$ cat src/rtl/timer_unit_pkg.sv
// Constants shared by the three-timer unit and its helpers.
// Assumes register addresses on an 8-bit special function register port.
package timer_unit_pkg;

  // ----------------------------------------------------------------
  // Register addresses
  // ----------------------------------------------------------------
  localparam logic [7:0] ADDR_TIMER_CONTROL = 8'h88;
  localparam logic [7:0] ADDR_TIMER_MODE = 8'h89;
  localparam logic [7:0] ADDR_T0_LOW = 8'h8A;
  localparam logic [7:0] ADDR_T1_LOW = 8'h8B;
  localparam logic [7:0] ADDR_T0_HIGH = 8'h8C;
  localparam logic [7:0] ADDR_T1_HIGH = 8'h8D;
  localparam logic [7:0] ADDR_T2_CONTROL = 8'hC8;
  localparam logic [7:0] ADDR_CAPTURE_LOW = 8'hCA;
  localparam logic [7:0] ADDR_CAPTURE_HIGH = 8'hCB;
  localparam logic [7:0] ADDR_T2_LOW = 8'hCC;
  localparam logic [7:0] ADDR_T2_HIGH = 8'hCD;
  localparam logic [7:0] REG_RESET = 8'h00;
  localparam logic [7:0] READ_UNMAPPED = 8'h00;

  // ----------------------------------------------------------------
  // Field positions
  // ----------------------------------------------------------------
  // Timer control register
  localparam int T1_OVF_BIT = 7;
  localparam int T1_RUN_BIT = 6;
  localparam int T0_OVF_BIT = 5;
  localparam int T0_RUN_BIT = 4;
  // Timer mode register
  localparam int GATE1_BIT = 7;
  localparam int CT1_BIT = 6;
  localparam int MODE1_LSB = 4;
  localparam int GATE0_BIT = 3;
  localparam int CT0_BIT = 2;
  localparam int MODE0_LSB = 0;
  // Timer 2 control register
  localparam int T2_OVF_BIT = 7;
  localparam int T2_EXT_BIT = 6;
  localparam int RX_SRC_BIT = 5;
  localparam int TX_SRC_BIT = 4;
  localparam int T2_EXT_EN_BIT = 3;
  localparam int T2_RUN_BIT = 2;
  localparam int T2_CT_BIT = 1;
  localparam int CAP_RELOAD_BIT = 0;

  // ----------------------------------------------------------------
  // Modes and count limits
  // ----------------------------------------------------------------
  localparam logic [1:0] MODE_13BIT = 2'h0;
  localparam logic [1:0] MODE_16BIT = 2'h1;
  localparam logic [1:0] MODE_RELOAD = 2'h2;
  localparam logic [1:0] MODE_SPLIT = 2'h3;
  localparam logic [4:0] PRESCALE_MAX = 5'h1F;
  localparam logic [7:0] BYTE_MAX = 8'hFF;
  localparam logic [15:0] WORD_MAX = 16'hFFFF;

  // ----------------------------------------------------------------
  // Machine cycle: twelve clock phases, numbered from zero
  // ----------------------------------------------------------------
  localparam logic [3:0] PHASE_FIRST = 4'h0;
  localparam logic [3:0] PHASE_LAST = 4'hB;
  localparam logic [3:0] SAMPLE_PHASE_TEN = 4'h9;
  localparam logic [3:0] SAMPLE_PHASE_NINE = 4'h8;

  // ----------------------------------------------------------------
  // Sampled pin indices
  // ----------------------------------------------------------------
  localparam int PIN_COUNT0 = 0;
  localparam int PIN_COUNT1 = 1;
  localparam int PIN_COUNT2 = 2;
  localparam int PIN_TRIGGER = 3;
  localparam int PIN_INT0 = 4;
  localparam int PIN_INT1 = 5;
  localparam int NUM_PINS = 6;

endpackage

$ cat src/rtl/timer_unit.sv
// Three timer/counter channels behind special function registers.
// Assumes a single-cycle register port driven by the processor core.
`timescale 1ns/1ps
`default_nettype none
module timer_unit (
  // Clock and reset
  input wire logic MCLK,
  input wire logic RST,
  // Register port
  input wire logic [7:0] SFR_ADDR,
  input wire logic [7:0] SFR_WDATA,
  input wire logic SFR_WE,
  input wire logic SFR_RE,
  output logic [7:0] SFR_RDATA,
  // External pins
  input wire logic COUNT0_PIN,
  input wire logic COUNT1_PIN,
  input wire logic COUNT2_PIN,
  input wire logic TIMER2_TRIGGER_PIN,
  input wire logic EXT_INT0_PIN,
  input wire logic EXT_INT1_PIN,
  // Interrupt requests and vector acknowledges
  output logic TIMER0_IRQ,
  output logic TIMER1_IRQ,
  output logic TIMER2_IRQ,
  input wire logic VECTOR0_ACK,
  input wire logic VECTOR1_ACK,
  // Serial port clock pulses
  output logic RX_BAUD_TICK,
  output logic TX_BAUD_TICK
);

  typedef struct packed {
    logic [7:0] timer_mode_register;
    logic [7:0] timer_control;
    logic [7:0] timer0_low_byte;
    logic [7:0] timer0_high_byte;
    logic [7:0] timer1_low_byte;
    logic [7:0] timer1_high_byte;
    logic [7:0] timer2_control;
    logic [7:0] capture_reload_low;
    logic [7:0] capture_reload_high;
    logic [7:0] timer2_low_byte;
    logic [7:0] timer2_high_byte;
    logic [7:0] rdata;
    logic rx_tick;
    logic tx_tick;
  } state_t;

  state_t st_q;
  state_t st_d;

  // ----------------------------------------------------------------
  // Machine cycle and pin sampling
  // ----------------------------------------------------------------
  logic mtick;
  logic ph_ten;
  logic ph_nine;
  logic [timer_unit_pkg::NUM_PINS-1:0] pins;
  logic [timer_unit_pkg::NUM_PINS-1:0] lvl;
  logic [timer_unit_pkg::NUM_PINS-1:0] fall;

  mcycle_gen u_mcycle (
    .clk(MCLK),
    .rst(RST),
    .mtick(mtick),
    .ph_ten(ph_ten),
    .ph_nine(ph_nine)
  );

  assign pins = {EXT_INT1_PIN, EXT_INT0_PIN, TIMER2_TRIGGER_PIN,
                 COUNT2_PIN, COUNT1_PIN, COUNT0_PIN};

  genvar g;
  generate
    for (g = 0; g < timer_unit_pkg::NUM_PINS; g++) begin : g_pin
      // timer 2 pins on phase nine
      localparam bit T2_SIDE = (g == timer_unit_pkg::PIN_COUNT2) ||
                               (g == timer_unit_pkg::PIN_TRIGGER);
      event_sampler u_samp (
        .clk(MCLK),
        .rst(RST),
        .pin(pins[g]),
        .strobe(T2_SIDE ? ph_nine : ph_ten),
        .level(lvl[g]),
        .fall(fall[g])
      );
    end
  endgenerate

  // ----------------------------------------------------------------
  // Decoded control fields
  // ----------------------------------------------------------------
  logic [1:0] mode0;
  logic [1:0] mode1;
  logic en0;
  logic en1;
  logic tick0;
  logic tick1;
  logic tick0h;
  logic baud;
  logic tick2;
  logic t2_ovf;
  logic trig;
  logic cap_sel;
  logic [15:0] t2_cnt;

  assign mode0 = st_q.timer_mode_register[timer_unit_pkg::MODE0_LSB +: 2];
  assign mode1 = st_q.timer_mode_register[timer_unit_pkg::MODE1_LSB +: 2];
  // split low byte keeps timer 0 controls
  assign en0 = st_q.timer_control[timer_unit_pkg::T0_RUN_BIT] &
    (~st_q.timer_mode_register[timer_unit_pkg::GATE0_BIT] |
     lvl[timer_unit_pkg::PIN_INT0]);
  assign en1 = st_q.timer_control[timer_unit_pkg::T1_RUN_BIT] &
    (~st_q.timer_mode_register[timer_unit_pkg::GATE1_BIT] |
     lvl[timer_unit_pkg::PIN_INT1]) & (mode1 != timer_unit_pkg::MODE_SPLIT);
  assign tick0 = en0 & (st_q.timer_mode_register[timer_unit_pkg::CT0_BIT] ?
    fall[timer_unit_pkg::PIN_COUNT0] : mtick);
  assign tick1 = en1 & (st_q.timer_mode_register[timer_unit_pkg::CT1_BIT] ?
    fall[timer_unit_pkg::PIN_COUNT1] : mtick);
  // split high byte on timer 1 run bit
  assign tick0h = (mode0 == timer_unit_pkg::MODE_SPLIT) & mtick &
    st_q.timer_control[timer_unit_pkg::T1_RUN_BIT];

  assign baud = st_q.timer2_control[timer_unit_pkg::RX_SRC_BIT] |
                st_q.timer2_control[timer_unit_pkg::TX_SRC_BIT];
  assign cap_sel = st_q.timer2_control[timer_unit_pkg::CAP_RELOAD_BIT];
  assign t2_cnt = {st_q.timer2_high_byte, st_q.timer2_low_byte};
  assign tick2 = st_q.timer2_control[timer_unit_pkg::T2_RUN_BIT] &
    (st_q.timer2_control[timer_unit_pkg::T2_CT_BIT] ?
     fall[timer_unit_pkg::PIN_COUNT2] : mtick);
  assign t2_ovf = tick2 & (t2_cnt == timer_unit_pkg::WORD_MAX);
  assign trig = fall[timer_unit_pkg::PIN_TRIGGER] &
    st_q.timer2_control[timer_unit_pkg::T2_EXT_EN_BIT];

  // One count step of timer 0 or 1; top bit is the overflow.
  function automatic logic [16:0] step_count(input logic [1:0] mode,
      input logic [7:0] lo, input logic [7:0] hi);
    logic [16:0] r;
    r = {1'b0, hi, lo};
    case (mode)
      timer_unit_pkg::MODE_13BIT: begin
        if (lo[4:0] == timer_unit_pkg::PRESCALE_MAX) begin
          r[4:0] = 5'h00;
          r[15:8] = hi + 8'h01;
          r[16] = (hi == timer_unit_pkg::BYTE_MAX);
        end else begin
          r[4:0] = lo[4:0] + 5'h01;
        end
      end
      timer_unit_pkg::MODE_16BIT: begin
        r = {1'b0, hi, lo} + 17'h00001;
      end
      timer_unit_pkg::MODE_RELOAD: begin
        if (lo == timer_unit_pkg::BYTE_MAX) begin
          r = {1'b1, hi, hi};
        end else begin
          r[7:0] = lo + 8'h01;
        end
      end
      default: begin
        r[7:0] = lo + 8'h01;
        r[16] = (lo == timer_unit_pkg::BYTE_MAX);
      end
    endcase
    return r;
  endfunction

  // ----------------------------------------------------------------
  // Next state: count, then software writes, then flag sets
  // ----------------------------------------------------------------
  logic [16:0] r0;
  logic [16:0] r1;
  logic ovf0;
  logic ovf1;
  logic ovf0h;

  assign r0 = step_count(mode0, st_q.timer0_low_byte, st_q.timer0_high_byte);
  assign r1 = step_count(mode1, st_q.timer1_low_byte, st_q.timer1_high_byte);
  assign ovf0 = tick0 & r0[16];
  assign ovf1 = tick1 & r1[16];
  assign ovf0h = tick0h & (st_q.timer0_high_byte == timer_unit_pkg::BYTE_MAX);

  always_comb begin
    st_d = st_q;
    st_d.rx_tick = 1'b0;
    st_d.tx_tick = 1'b0;
    if (tick0) begin
      st_d.timer0_low_byte = r0[7:0];
      if (mode0 != timer_unit_pkg::MODE_SPLIT) begin
        st_d.timer0_high_byte = r0[15:8];
      end
    end
    if (tick0h) begin
      st_d.timer0_high_byte = st_q.timer0_high_byte + 8'h01;
    end
    if (tick1) begin
      st_d.timer1_low_byte = r1[7:0];
      st_d.timer1_high_byte = r1[15:8];
    end
    if (tick2) begin
      if (t2_ovf && (baud || !cap_sel)) begin
        {st_d.timer2_high_byte, st_d.timer2_low_byte} =
          {st_q.capture_reload_high, st_q.capture_reload_low};
      end else begin
        {st_d.timer2_high_byte, st_d.timer2_low_byte} = t2_cnt + 16'h0001;
      end
    end
    if (trig && !baud) begin
      if (cap_sel) begin
        {st_d.capture_reload_high, st_d.capture_reload_low} = t2_cnt;
      end else begin
        {st_d.timer2_high_byte, st_d.timer2_low_byte} =
          {st_q.capture_reload_high, st_q.capture_reload_low};
      end
    end
    if (SFR_WE) begin
      case (SFR_ADDR)
        timer_unit_pkg::ADDR_TIMER_CONTROL: st_d.timer_control = SFR_WDATA;
        timer_unit_pkg::ADDR_TIMER_MODE: st_d.timer_mode_register = SFR_WDATA;
        timer_unit_pkg::ADDR_T0_LOW: st_d.timer0_low_byte = SFR_WDATA;
        timer_unit_pkg::ADDR_T0_HIGH: st_d.timer0_high_byte = SFR_WDATA;
        timer_unit_pkg::ADDR_T1_LOW: st_d.timer1_low_byte = SFR_WDATA;
        timer_unit_pkg::ADDR_T1_HIGH: st_d.timer1_high_byte = SFR_WDATA;
        timer_unit_pkg::ADDR_T2_CONTROL: st_d.timer2_control = SFR_WDATA;
        timer_unit_pkg::ADDR_CAPTURE_LOW: st_d.capture_reload_low = SFR_WDATA;
        timer_unit_pkg::ADDR_CAPTURE_HIGH: st_d.capture_reload_high = SFR_WDATA;
        timer_unit_pkg::ADDR_T2_LOW: st_d.timer2_low_byte = SFR_WDATA;
        timer_unit_pkg::ADDR_T2_HIGH: st_d.timer2_high_byte = SFR_WDATA;
        default: ;
      endcase
    end
    // Vectoring clears, but a same-cycle overflow still wins
    if (VECTOR0_ACK) begin
      st_d.timer_control[timer_unit_pkg::T0_OVF_BIT] = 1'b0;
    end
    if (VECTOR1_ACK) begin
      st_d.timer_control[timer_unit_pkg::T1_OVF_BIT] = 1'b0;
    end
    if (ovf0) begin
      st_d.timer_control[timer_unit_pkg::T0_OVF_BIT] = 1'b1;
    end
    // split high byte owns timer 1 flag
    if ((mode0 == timer_unit_pkg::MODE_SPLIT) ? ovf0h : ovf1) begin
      st_d.timer_control[timer_unit_pkg::T1_OVF_BIT] = 1'b1;
    end
    // set by overflow, never cleared here
    // not while a serial source is selected
    if (t2_ovf && !baud) begin
      st_d.timer2_control[timer_unit_pkg::T2_OVF_BIT] = 1'b1;
    end
    if (trig && !baud) begin
      st_d.timer2_control[timer_unit_pkg::T2_EXT_BIT] = 1'b1;
    end
    st_d.rx_tick = st_q.timer2_control[timer_unit_pkg::RX_SRC_BIT] ?
      t2_ovf : ovf1;
    st_d.tx_tick = st_q.timer2_control[timer_unit_pkg::TX_SRC_BIT] ?
      t2_ovf : ovf1;
    // Read data shows the value before this cycle's update
    if (SFR_RE) begin
      case (SFR_ADDR)
        timer_unit_pkg::ADDR_TIMER_CONTROL: st_d.rdata = st_q.timer_control;
        timer_unit_pkg::ADDR_TIMER_MODE: st_d.rdata = st_q.timer_mode_register;
        timer_unit_pkg::ADDR_T0_LOW: st_d.rdata = st_q.timer0_low_byte;
        timer_unit_pkg::ADDR_T0_HIGH: st_d.rdata = st_q.timer0_high_byte;
        timer_unit_pkg::ADDR_T1_LOW: st_d.rdata = st_q.timer1_low_byte;
        timer_unit_pkg::ADDR_T1_HIGH: st_d.rdata = st_q.timer1_high_byte;
        timer_unit_pkg::ADDR_T2_CONTROL: st_d.rdata = st_q.timer2_control;
        timer_unit_pkg::ADDR_CAPTURE_LOW: st_d.rdata = st_q.capture_reload_low;
        timer_unit_pkg::ADDR_CAPTURE_HIGH: st_d.rdata = st_q.capture_reload_high;
        timer_unit_pkg::ADDR_T2_LOW: st_d.rdata = st_q.timer2_low_byte;
        timer_unit_pkg::ADDR_T2_HIGH: st_d.rdata = st_q.timer2_high_byte;
        default: st_d.rdata = timer_unit_pkg::READ_UNMAPPED;
      endcase
    end
  end

  always_ff @(posedge MCLK) begin
    if (RST) begin
      st_q <= '0;
    end else begin
      st_q <= st_d;
    end
  end

  // ----------------------------------------------------------------
  // Outputs
  // ----------------------------------------------------------------
  assign SFR_RDATA = st_q.rdata;
  assign TIMER0_IRQ = st_q.timer_control[timer_unit_pkg::T0_OVF_BIT];
  assign TIMER1_IRQ = st_q.timer_control[timer_unit_pkg::T1_OVF_BIT];
  assign TIMER2_IRQ = st_q.timer2_control[timer_unit_pkg::T2_OVF_BIT] |
                      st_q.timer2_control[timer_unit_pkg::T2_EXT_BIT];
  assign RX_BAUD_TICK = st_q.rx_tick;
  assign TX_BAUD_TICK = st_q.tx_tick;
endmodule
`default_nettype wire

$ cat src/rtl/mcycle_gen.sv
// Machine cycle phase counter and its phase strobes.
// Assumes one clock per oscillator period; twelve make a machine cycle.
`timescale 1ns/1ps
`default_nettype none
module mcycle_gen (
  // Clock and reset
  input wire logic clk,
  input wire logic rst,
  // Phase strobes
  output logic mtick,
  output logic ph_ten,
  output logic ph_nine
);

  typedef struct packed {
    logic [3:0] phase;
  } state_t;

  state_t st_q;
  state_t st_d;

  always_comb begin
    st_d = st_q;
    if (st_q.phase == timer_unit_pkg::PHASE_LAST) begin
      st_d.phase = timer_unit_pkg::PHASE_FIRST;
    end else begin
      st_d.phase = st_q.phase + 4'h1;
    end
  end

  always_ff @(posedge clk) begin
    if (rst) begin
      st_q <= '0;
    end else begin
      st_q <= st_d;
    end
  end

  assign mtick = (st_q.phase == timer_unit_pkg::PHASE_LAST);
  assign ph_ten = (st_q.phase == timer_unit_pkg::SAMPLE_PHASE_TEN);
  assign ph_nine = (st_q.phase == timer_unit_pkg::SAMPLE_PHASE_NINE);
endmodule
`default_nettype wire

$ cat src/rtl/event_sampler.sv
// Pin synchroniser with once-per-machine-cycle sampling and fall detect.
// Assumes strobe pulses one clock per machine cycle.
`timescale 1ns/1ps
`default_nettype none
module event_sampler (
  // Clock and reset
  input wire logic clk,
  input wire logic rst,
  // Pin and sample strobe
  input wire logic pin,
  input wire logic strobe,
  // Filtered level and detected fall
  output logic level,
  output logic fall
);

  typedef struct packed {
    logic s1;
    logic s2;
    logic s3;
    logic filt;
    logic samp;
    logic fall;
  } state_t;

  state_t st_q;
  state_t st_d;

  always_comb begin
    st_d = st_q;
    st_d.s1 = pin;
    st_d.s2 = st_q.s1;
    st_d.s3 = st_q.s2;
    // Level moves only once the last two stages agree
    if (st_q.s2 == st_q.s3) begin
      st_d.filt = st_q.s3;
    end
    st_d.fall = 1'b0;
    if (strobe) begin
      st_d.samp = st_q.filt;
      st_d.fall = st_q.samp & ~st_q.filt;
    end
  end

  always_ff @(posedge clk) begin
    if (rst) begin
      st_q <= '0;
    end else begin
      st_q <= st_d;
    end
  end

  assign level = st_q.filt;
  assign fall = st_q.fall;
endmodule
`default_nettype wire

$ cat config.mk
export PLATFORM = sky130hd
export DESIGN_NAME = timer_unit
export DESIGN_NICKNAME = d
export VERILOG_FILES = /design/src/rtl/timer_unit_pkg.sv /design/src/rtl/timer_unit.sv /design/src/rtl/mcycle_gen.sv /design/src/rtl/event_sampler.sv
export SDC_FILE = /design/constraint.sdc
export NUM_CORES = 1
export LEC_CHECK = 0
export BUFFER_PORTS_ARGS = -buffer_cell sky130_fd_sc_hd__buf_4
export CAP_MARGIN = 10
export CORE_MARGIN = 4
export CORE_UTILIZATION = 40
export DETAILED_ROUTE_END_ITERATION = 16
export PLACE_DENSITY = 0.61
export SETUP_SLACK_MARGIN = 0.5
export SLEW_MARGIN = 30
export SYNTH_ARGS = -nofsm -noshare
export SYNTH_HDL_FRONTEND = slang
export SYNTH_SLANG_ARGS = --single-unit
$ cat constraint.sdc
create_clock -name MCLK -period 2.6 [get_ports MCLK]
set_input_delay 0.26 -clock MCLK [delete_from_list [all_inputs] [get_ports MCLK]]
set_output_delay 0.26 -clock MCLK [all_outputs]
set_load 0.005 [all_outputs]
==> Yosys cells after proc, flatten, opt, wreduce, memory -nomap -nowiden <==
Cells that the tools add are included.
{ "classes": {"n_addsub": 10, "n_eq_ne": 34, "n_mux": 49, "bitwise_logic": 29, "reduce_logical": 26} }
{ "ops": {"columns": ["op", "count"], "rows": [
  ["$eq 8x8->1 const B", 15],
  ["$mux 8", 14],
  ["$mux 16", 6],
  ["$pmux 8 s11", 1],
  ["$mux 80", 1],
  ["$pmux 8 s3", 2],
  ["$mux 9", 4],
  ["$add 16x1->17 const B", 2],
  ["$add 8x1->8 const B", 4],
  ["$mux 32", 1],
  ["$pmux 5 s3", 2],
  ["$pmux 3 s3", 2],
  ["$and 1x1->1", 17],
  ["$add 16x1->16 const B", 1],
  ["$eq 16x16->1 const B", 1],
  ["$reduce_and 2->1", 7],
  ["$eq 4x4->1 const B", 3],
  ["$mux 1", 12],
  ["$reduce_bool 3->1", 4],
  ["$add 5x1->5 const B", 2],
  ["$eq 5x5->1 const B", 2],
  ["$mux 5", 2],
  ["$not 1->1", 8],
  ["$reduce_bool 2->1", 4],
  ["other kinds (12)", 31]
]} }
{ "totals": {"ff_bits": 134, "output_inout_bits": 13, "word_cells": 199} }

==> Longest topological paths before layout <==
{ "logic_depth": {"word_depth": 13, "mapped_depth": 10, "ltp_nobuf": 9} }

==> Hierarchy <==
Synthesis repeated with hierarchy kept, for this count alone.
{ "unflattened": {"cells_unflattened": 1004, "area_unflattened_um2": 8256.7} }
{ "by_module_without_submodules": {"columns": ["module", "instances", "cells_per_inst", "area_each_um2", "seq_area_each_um2"], "rows": [
  ["timer_unit", 1, 892, 6911.6, 1961.9],
  ["event_sampler", 6, 15, 186.4, 120.1],
  ["mcycle_gen", 1, 22, 226.5, 80.1]
]} }

==> Worst setup path before layout <==
OpenSTA, ideal clock, no wires.
{ "synth_timing": {"kind": "reg2reg", "start": "register st_q[74] (netlist bit)", "end": "register st_q[72] (netlist bit)", "arrival_ps": 2236, "slack_ps": 287, "path_stages_with_launch": 10, "cell_sequence": "dfxtp_1 ha_1 and3_1 clkbuf_1 ha_1 nor2b_1 a31oi_1 or4b_1 and3_1 o22ai_1"} }
{ "synth_via": {"elab_chain_cells": 8, "elab_cells_between_ends": 9, "cone_classes": "1 x add/sub; 1 x eq/ne; 7 x mux"} }
{ "synth_lines": {"columns": ["item", "line", "text"], "rows": [
  ["start: declaration", "timer_unit.sv:50", "state_t st_q;"],
  ["start signal: assignment", "timer_unit.sv:282", "st_q <= st_d;"],
  ["parallel branches: the longest is 2 deep, another holds $add 16x1->17", null, null],
  ["$pmux 8 s3 (*)", "timer_unit.sv:141", "case (mode)"],
  ["$mux 8 (*)", "timer_unit.sv:190", "if (mode0 != timer_unit_pkg::MODE_SPLIT) begin"],
  ["$mux 16 (*)", "timer_unit.sv:188", "if (tick0) begin"],
  ["$mux 8 (*)", "timer_unit.sv:194", "if (tick0h) begin"],
  ["$mux 8", "timer_unit.sv:218", "case (SFR_ADDR)"],
  ["$mux 80 (*)", "timer_unit.sv:217", "if (SFR_WE) begin"]
]} }
Mark *: on every way between the ends. The select of a mux whose other input is x is not followed.
A chain may end at the register's enable or synchronous reset.

==> Worst setup path in the final report <==
{ "layout_timing": {"start": "register u_mcycle.st_q[0] (netlist bit)", "end": "register st_q[51] (netlist bit)"} }
{ "layout_via": {"elab_chain_cells": 6} }
{ "layout_lines": {"columns": ["item", "line", "text"], "rows": [
  ["start: declaration", "mcycle_gen.sv:19", "state_t st_q;"],
  ["start signal: assignment", "mcycle_gen.sv:35", "st_q <= st_d;"],
  ["$eq 4x4->1 (*)", "mcycle_gen.sv:39", "assign mtick = (st_q.phase == timer_unit_pkg::PHASE_LAST);"],
  ["$mux 1 (*)", "timer_unit.sv:119", "assign tick1 = en1 & (st_q.timer_mode_register[timer_unit_pkg::CT1_BIT] ?"],
  ["$and 1x1->1 (*)", "timer_unit.sv:119", null],
  ["$mux 16 (*)", "timer_unit.sv:197", "if (tick1) begin"],
  ["$mux 8", "timer_unit.sv:218", null],
  ["$mux 80 (*)", "timer_unit.sv:217", null]
]} }
Mark *: on every way between the ends. The rest lies on a longest branch, timed or not. The select of a mux whose other input is x is not followed.

==> run_summary.xml <==
<?xml version="1.0" encoding="UTF-8"?>
<metrics>
  <group name="timing">
    <metric name="final_hold_viol_count" unit="">0</metric>
    <metric name="finalWorstSetupSlack" unit="ns">0.441</metric>
    <metric name="worst_clock_skew" unit="ns">0.0121</metric>
    <metric name="timing.max_slew.rel_slack" unit="%">54.0</metric>
    <metric name="finalSetupViolCount" unit="">0</metric>
    <metric name="finalCritPeriodShare" unit="%">83.0</metric>
    <metric name="slew_viol_final" unit="">0</metric>
    <metric name="grt_setup_unrepaired" unit="">true</metric>
    <metric name="clock.fmax" unit="MHz">463</metric>
    <metric name="timing.final.crit_period" unit="ns">2.16</metric>
    <metric name="worstMarginPinSlew" unit="ns">0.688</metric>
    <metric name="final.hold.worst_slack" unit="ns">0.0430</metric>
    <metric name="setup_tns" unit="ns">0</metric>
  </group>
  <group name="synthesis">
    <metric name="synth_flop_cell" unit="">sky130_fd_sc_hd__dfxtp_1</metric>
    <metric name="synth_enable_flop_cells" unit="">0</metric>
    <metric name="ys_async_sr_fraction" unit="%">0</metric>
    <metric name="synthesis.instances" unit="">1000</metric>
    <metric name="synth-warning-count" unit="">0</metric>
    <metric name="synth-seq-cells" unit="">134</metric>
    <metric name="synth_seq_area_share" unit="%">33.3</metric>
    <metric name="yosys.cell_types.count" unit="">84</metric>
    <metric name="post-synth-top-area-cell" unit="">sky130_fd_sc_hd__dfxtp_1</metric>
    <metric name="avgSynthCellArea" unit="um2">8.05</metric>
    <metric name="synth.net_count" unit="">1039</metric>
    <metric name="synth.area.top_cells" unit="">sky130_fd_sc_hd__dfxtp_1 (33%), sky130_fd_sc_hd__mux2i_1 (5.0%), sky130_fd_sc_hd__nand2_1 (4.8%)</metric>
    <metric name="yosysMostFrequentCell" unit="">sky130_fd_sc_hd__dfxtp_1</metric>
    <metric name="netlist.area_leader.share" unit="%">33.3</metric>
    <metric name="mappedNetlistArea" unit="um2">8050</metric>
    <metric name="netlist_top_cells_count" unit="">sky130_fd_sc_hd__dfxtp_1 (134), sky130_fd_sc_hd__nand2_1 (102), sky130_fd_sc_hd__nor2_1 (92)</metric>
  </group>
  <group name="floorplan">
    <metric name="die_h" unit="um">150</metric>
    <metric name="ios" unit="">41</metric>
    <metric name="core_area" unit="um2">19700</metric>
    <metric name="die-area" unit="um2">22400</metric>
    <metric name="initial_core_utilization" unit="%">40.9</metric>
    <metric name="dieWidth" unit="um">150</metric>
    <metric name="rows" unit="">51</metric>
  </group>
  <group name="worst_hold_path">
    <metric name="timing.hold.worst.start" unit="">EXT_INT0_PIN</metric>
    <metric name="hold-path-cell-count" unit="">2</metric>
    <metric name="worst_hold_path.endpoint" unit="">g_pin[4].u_samp.st_d[4]$_SDFF_PP0_</metric>
    <metric name="worst_hold_path_type" unit="">primary input to flip-flop</metric>
  </group>
  <group name="global_route">
    <metric name="groute.layer.met2.usage" unit="%">37.2</metric>
    <metric name="track_usage" unit="%">23.9</metric>
    <metric name="grt_pass1_wl" unit="um">41900</metric>
    <metric name="gr-usage-met1" unit="%">32.5</metric>
    <metric name="first_global_vias" unit="">7286</metric>
    <metric name="pin_count_of_the_biggest_net_entering_global_routing" unit="">43</metric>
    <metric name="grt_antenna_before_repair" unit="">0</metric>
    <metric name="global_route_overflow" unit="">0</metric>
    <metric name="met3_capacity_usage_during_global_routing" unit="%">4.45</metric>
    <metric name="global_route.peak_usage_layer" unit="">met2</metric>
  </group>
  <group name="placed_design">
    <metric name="place.detailed.instances" unit="">1256</metric>
    <metric name="portBuffers" unit="">40</metric>
    <metric name="gp_routability_congestion" unit="">0.951</metric>
    <metric name="preCtsSetupSlack" unit="ns">0.210</metric>
    <metric name="dp_hpwl" unit="um">18600</metric>
  </group>
  <group name="clock_network">
    <metric name="clock_path_buffers" unit="">2</metric>
    <metric name="cts_made_buffers" unit="">17</metric>
    <metric name="cts_hold_repair.buffers" unit="">0</metric>
    <metric name="clk-insertion-delay-late" unit="ns">0.43</metric>
    <metric name="cts_root_buf" unit="">sky130_fd_sc_hd__clkbuf_16</metric>
    <metric name="cts.sink_count" unit="">134</metric>
    <metric name="h-tree-depth" unit="">4</metric>
    <metric name="register_clock_pin_slew_on_the_reported_worst_setup_and_hold_paths" unit="ns">0.06</metric>
    <metric name="tritoncts_clock_tree" unit="">built</metric>
  </group>
  <group name="critical_path">
    <metric name="cp_slowest_cell" unit="">sky130_fd_sc_hd__or4_1</metric>
    <metric name="timing.reg2reg.setup_slack" unit="ns">0.44</metric>
    <metric name="timing.critical_path.fanout_max" unit="">7</metric>
    <metric name="required" unit="ns">2.96</metric>
    <metric name="crit_path_start_kind" unit="">flip-flop</metric>
    <metric name="crit_chain" unit="">ha_4 &gt; and3b_2 &gt; o2111ai_4 &gt; or2_4 &gt; nor2_1 &gt; or4_1 &gt; a21oi_2</metric>
    <metric name="r2r-end" unit="">st_q[51]$_SDFF_PP0_</metric>
    <metric name="worst_r2r_startpoint" unit="">u_mcycle.st_q[0]$_SDFF_PP0_</metric>
    <metric name="timing.critical_path.slowest_cell_delay" unit="ns">0.48</metric>
    <metric name="timing.reg2reg.worst_path_depth" unit="">7</metric>
    <metric name="critPathCaptureType" unit="">flip-flop</metric>
    <metric name="timing.setup.critical_path_class" unit="">flip-flop to flip-flop</metric>
    <metric name="cp_data_arrival_time" unit="ns">2.52</metric>
  </group>
  <group name="detailed_routing">
    <metric name="wl_per_cell" unit="um">21.0</metric>
    <metric name="drt.antenna.violating_nets" unit="">0</metric>
    <metric name="first_pass_iters" unit="">7</metric>
    <metric name="iteration_0_drc_count_of_the_detailed_router" unit="">924</metric>
    <metric name="detailed_route_wl" unit="um">27300</metric>
    <metric name="via_count" unit="">8022</metric>
    <metric name="vias_per_cell" unit="">6.17</metric>
    <metric name="post-route-drc-count" unit="">0</metric>
  </group>
  <group name="finish">
    <metric name="final.fill_count" unit="">1948</metric>
    <metric name="diode_count" unit="">0</metric>
    <metric name="post-route-util" unit="%">48.6</metric>
    <metric name="final_layout_size_suffix_gt1_share" unit="%">18.7</metric>
    <metric name="nets" unit="">1062</metric>
    <metric name="layout.cells.non_filler" unit="">1300</metric>
    <metric name="areaGrowthSynthToFinish" unit="%">18.7</metric>
  </group>
  <group name="outcome">
    <metric name="run_status" unit="">complete, no violations</metric>
  </group>
  <group name="power">
    <metric name="switching_power_share_of_the_total" unit="%">23.5</metric>
    <metric name="worst_ir_drop_vdd" unit="V">0.000402</metric>
    <metric name="power_report.internal_total" unit="W">0.00375</metric>
    <metric name="pwr_density_cell" unit="nW/um2">513</metric>
    <metric name="power.clock.fraction" unit="%">51.2</metric>
    <metric name="seqPwrFrac" unit="%">43.0</metric>
    <metric name="part_of_the_total_power_dissipated_in_combinational_logic" unit="%">5.8</metric>
    <metric name="p_leak" unit="nW">3.42</metric>
    <metric name="total_switching_power" unit="W">0.00115</metric>
  </group>
  <group name="run">
    <metric name="maxCapViolations" unit="">0</metric>
  </group>
</metrics>
## cells in the final DEF, fill, tap and decap left out, types with 7 or more instances in the layout
master and n:
sky130_fd_sc_hd__buf_4 87, sky130_fd_sc_hd__a31oi_1 17, sky130_fd_sc_hd__and2_1 8, sky130_fd_sc_hd__nor3_1 17, sky130_fd_sc_hd__and3_1 14, sky130_fd_sc_hd__o211ai_1 10, sky130_fd_sc_hd__nor2b_1 27, sky130_fd_sc_hd__nor3b_1 8
sky130_fd_sc_hd__a211oi_1 39, sky130_fd_sc_hd__dfxtp_1 124, sky130_fd_sc_hd__nor2_1 92, sky130_fd_sc_hd__o22ai_1 13, sky130_fd_sc_hd__inv_1 9, sky130_fd_sc_hd__nand3_1 45, sky130_fd_sc_hd__nand2_1 101, sky130_fd_sc_hd__a21oi_1 54
sky130_fd_sc_hd__or3_1 7, sky130_fd_sc_hd__xnor2_1 13, sky130_fd_sc_hd__nand2b_1 12, sky130_fd_sc_hd__clkbuf_16 17, sky130_fd_sc_hd__a32oi_1 8, sky130_fd_sc_hd__mux2i_1 40, sky130_fd_sc_hd__o21ai_0 35, sky130_fd_sc_hd__a22o_1 12
sky130_fd_sc_hd__a22oi_1 17, sky130_fd_sc_hd__and4_1 7, sky130_fd_sc_hd__nand4_1 19, sky130_fd_sc_hd__xor2_1 9
## worst max-delay path by stage
stage	start	end	slack (ns)	cells past startpoint
global route	st_q[59]$_SDFF_PP0_	st_q[57]$_SDFF_PP0_	0.38	9
floorplan	st_q[74]$_SDFF_PP0_	st_q[72]$_SDFF_PP0_	0.50	9
finish	u_mcycle.st_q[0]$_SDFF_PP0_	st_q[51]$_SDFF_PP0_	0.44	7
global placement	u_mcycle.st_q[0]$_SDFF_PP0_	st_q[71]$_SDFF_PP0_	0.29	7
detailed placement	u_mcycle.st_q[0]$_SDFF_PP0_	st_q[80]$_SDFF_PP0_	0.21	7
CTS	st_q[59]$_SDFF_PP0_	st_q[54]$_SDFF_PP0_	0.50	9
## what timing repair did
action,4_1_cts,5_1_grt
endpoints found under the setup margin,45,39
hold endpoints to repair,0,0
gates resized for setup,29,39
buffers inserted,4,9
pin swaps,10,23
## layout make-up
type	instances	area [um2]	share of cell area, %
Inverter	9	33.8	0.354
Clock inverter	9	125	1.31
Clock buffer	22	474	4.97
Tap cell	265	332	3.47
Timing Repair Buffer	90	687	7.19
Sequential cell	134	2710	28.3
Multi-Input combinational cell	771	5190	54.4
## metrics by stage
stage	cell area, um2	power [W]
global placement	8570	0.00242
CTS	9320	0.00492
global route	9550	0.00504
finish	9550	0.00490
floorplan	8060	0.00231
detailed placement	8570	0.00242
## flip-flops by register name (all words and copies together), names as in the netlist, 2 cells and up
signal / cells
g_pin.u_samp.level: 6
g_pin.u_samp.fall: 4
mode1: 2
mode0: 2
u_mcycle.st_q: 4
SFR_RDATA: 8
st_q: 81
g_pin.u_samp.st_d: 12
g_pin.u_samp.st_q: 10
## power by group through the flow
stage | clock [W] | sequential (W) | combinational [W]
after floorplan | 0 | 0.00214 | 0.000171
after global placement | 0 | 0.00215 | 0.000266
after detailed placement | 0 | 0.00215 | 0.000267
after CTS | 0.00253 | 0.00211 | 0.000276
after global routing | 0.00263 | 0.00211 | 0.000301
final | 0.00251 | 0.00211 | 0.000285
## critical path: cells and delay by family (launching register included)
family,cells,cell delay [ns]
and+or+nand+nor,4,1.03
AOI/OAI and AO/OA,2,0.51
DFF,1,0.36
adders and majority gates,1,0.17
## metal layers
metal  part of all wire (%)  vias to the layer above
li1                       -                     3759
met1                     43                     3755
met2                     45                      428
met3                    8.5                       80
met4                    3.6                        0
met5                      0                        -
## kinds of logic after synthesis
group | after synthesis | synth area share [%]
AO/OA/AOI/OAI | 276 | 23.9
adder cells (fa/ha/maj) | 11 | 1.71
multiplexers | 45 | 5.72
XOR/XNOR | 22 | 2.39
buffers and inverters | 95 | 5.41
flip-flops | 134 | 33.3
AND/OR/NAND/NOR | 417 | 27.5
Power figures use the tool's default switching activity.
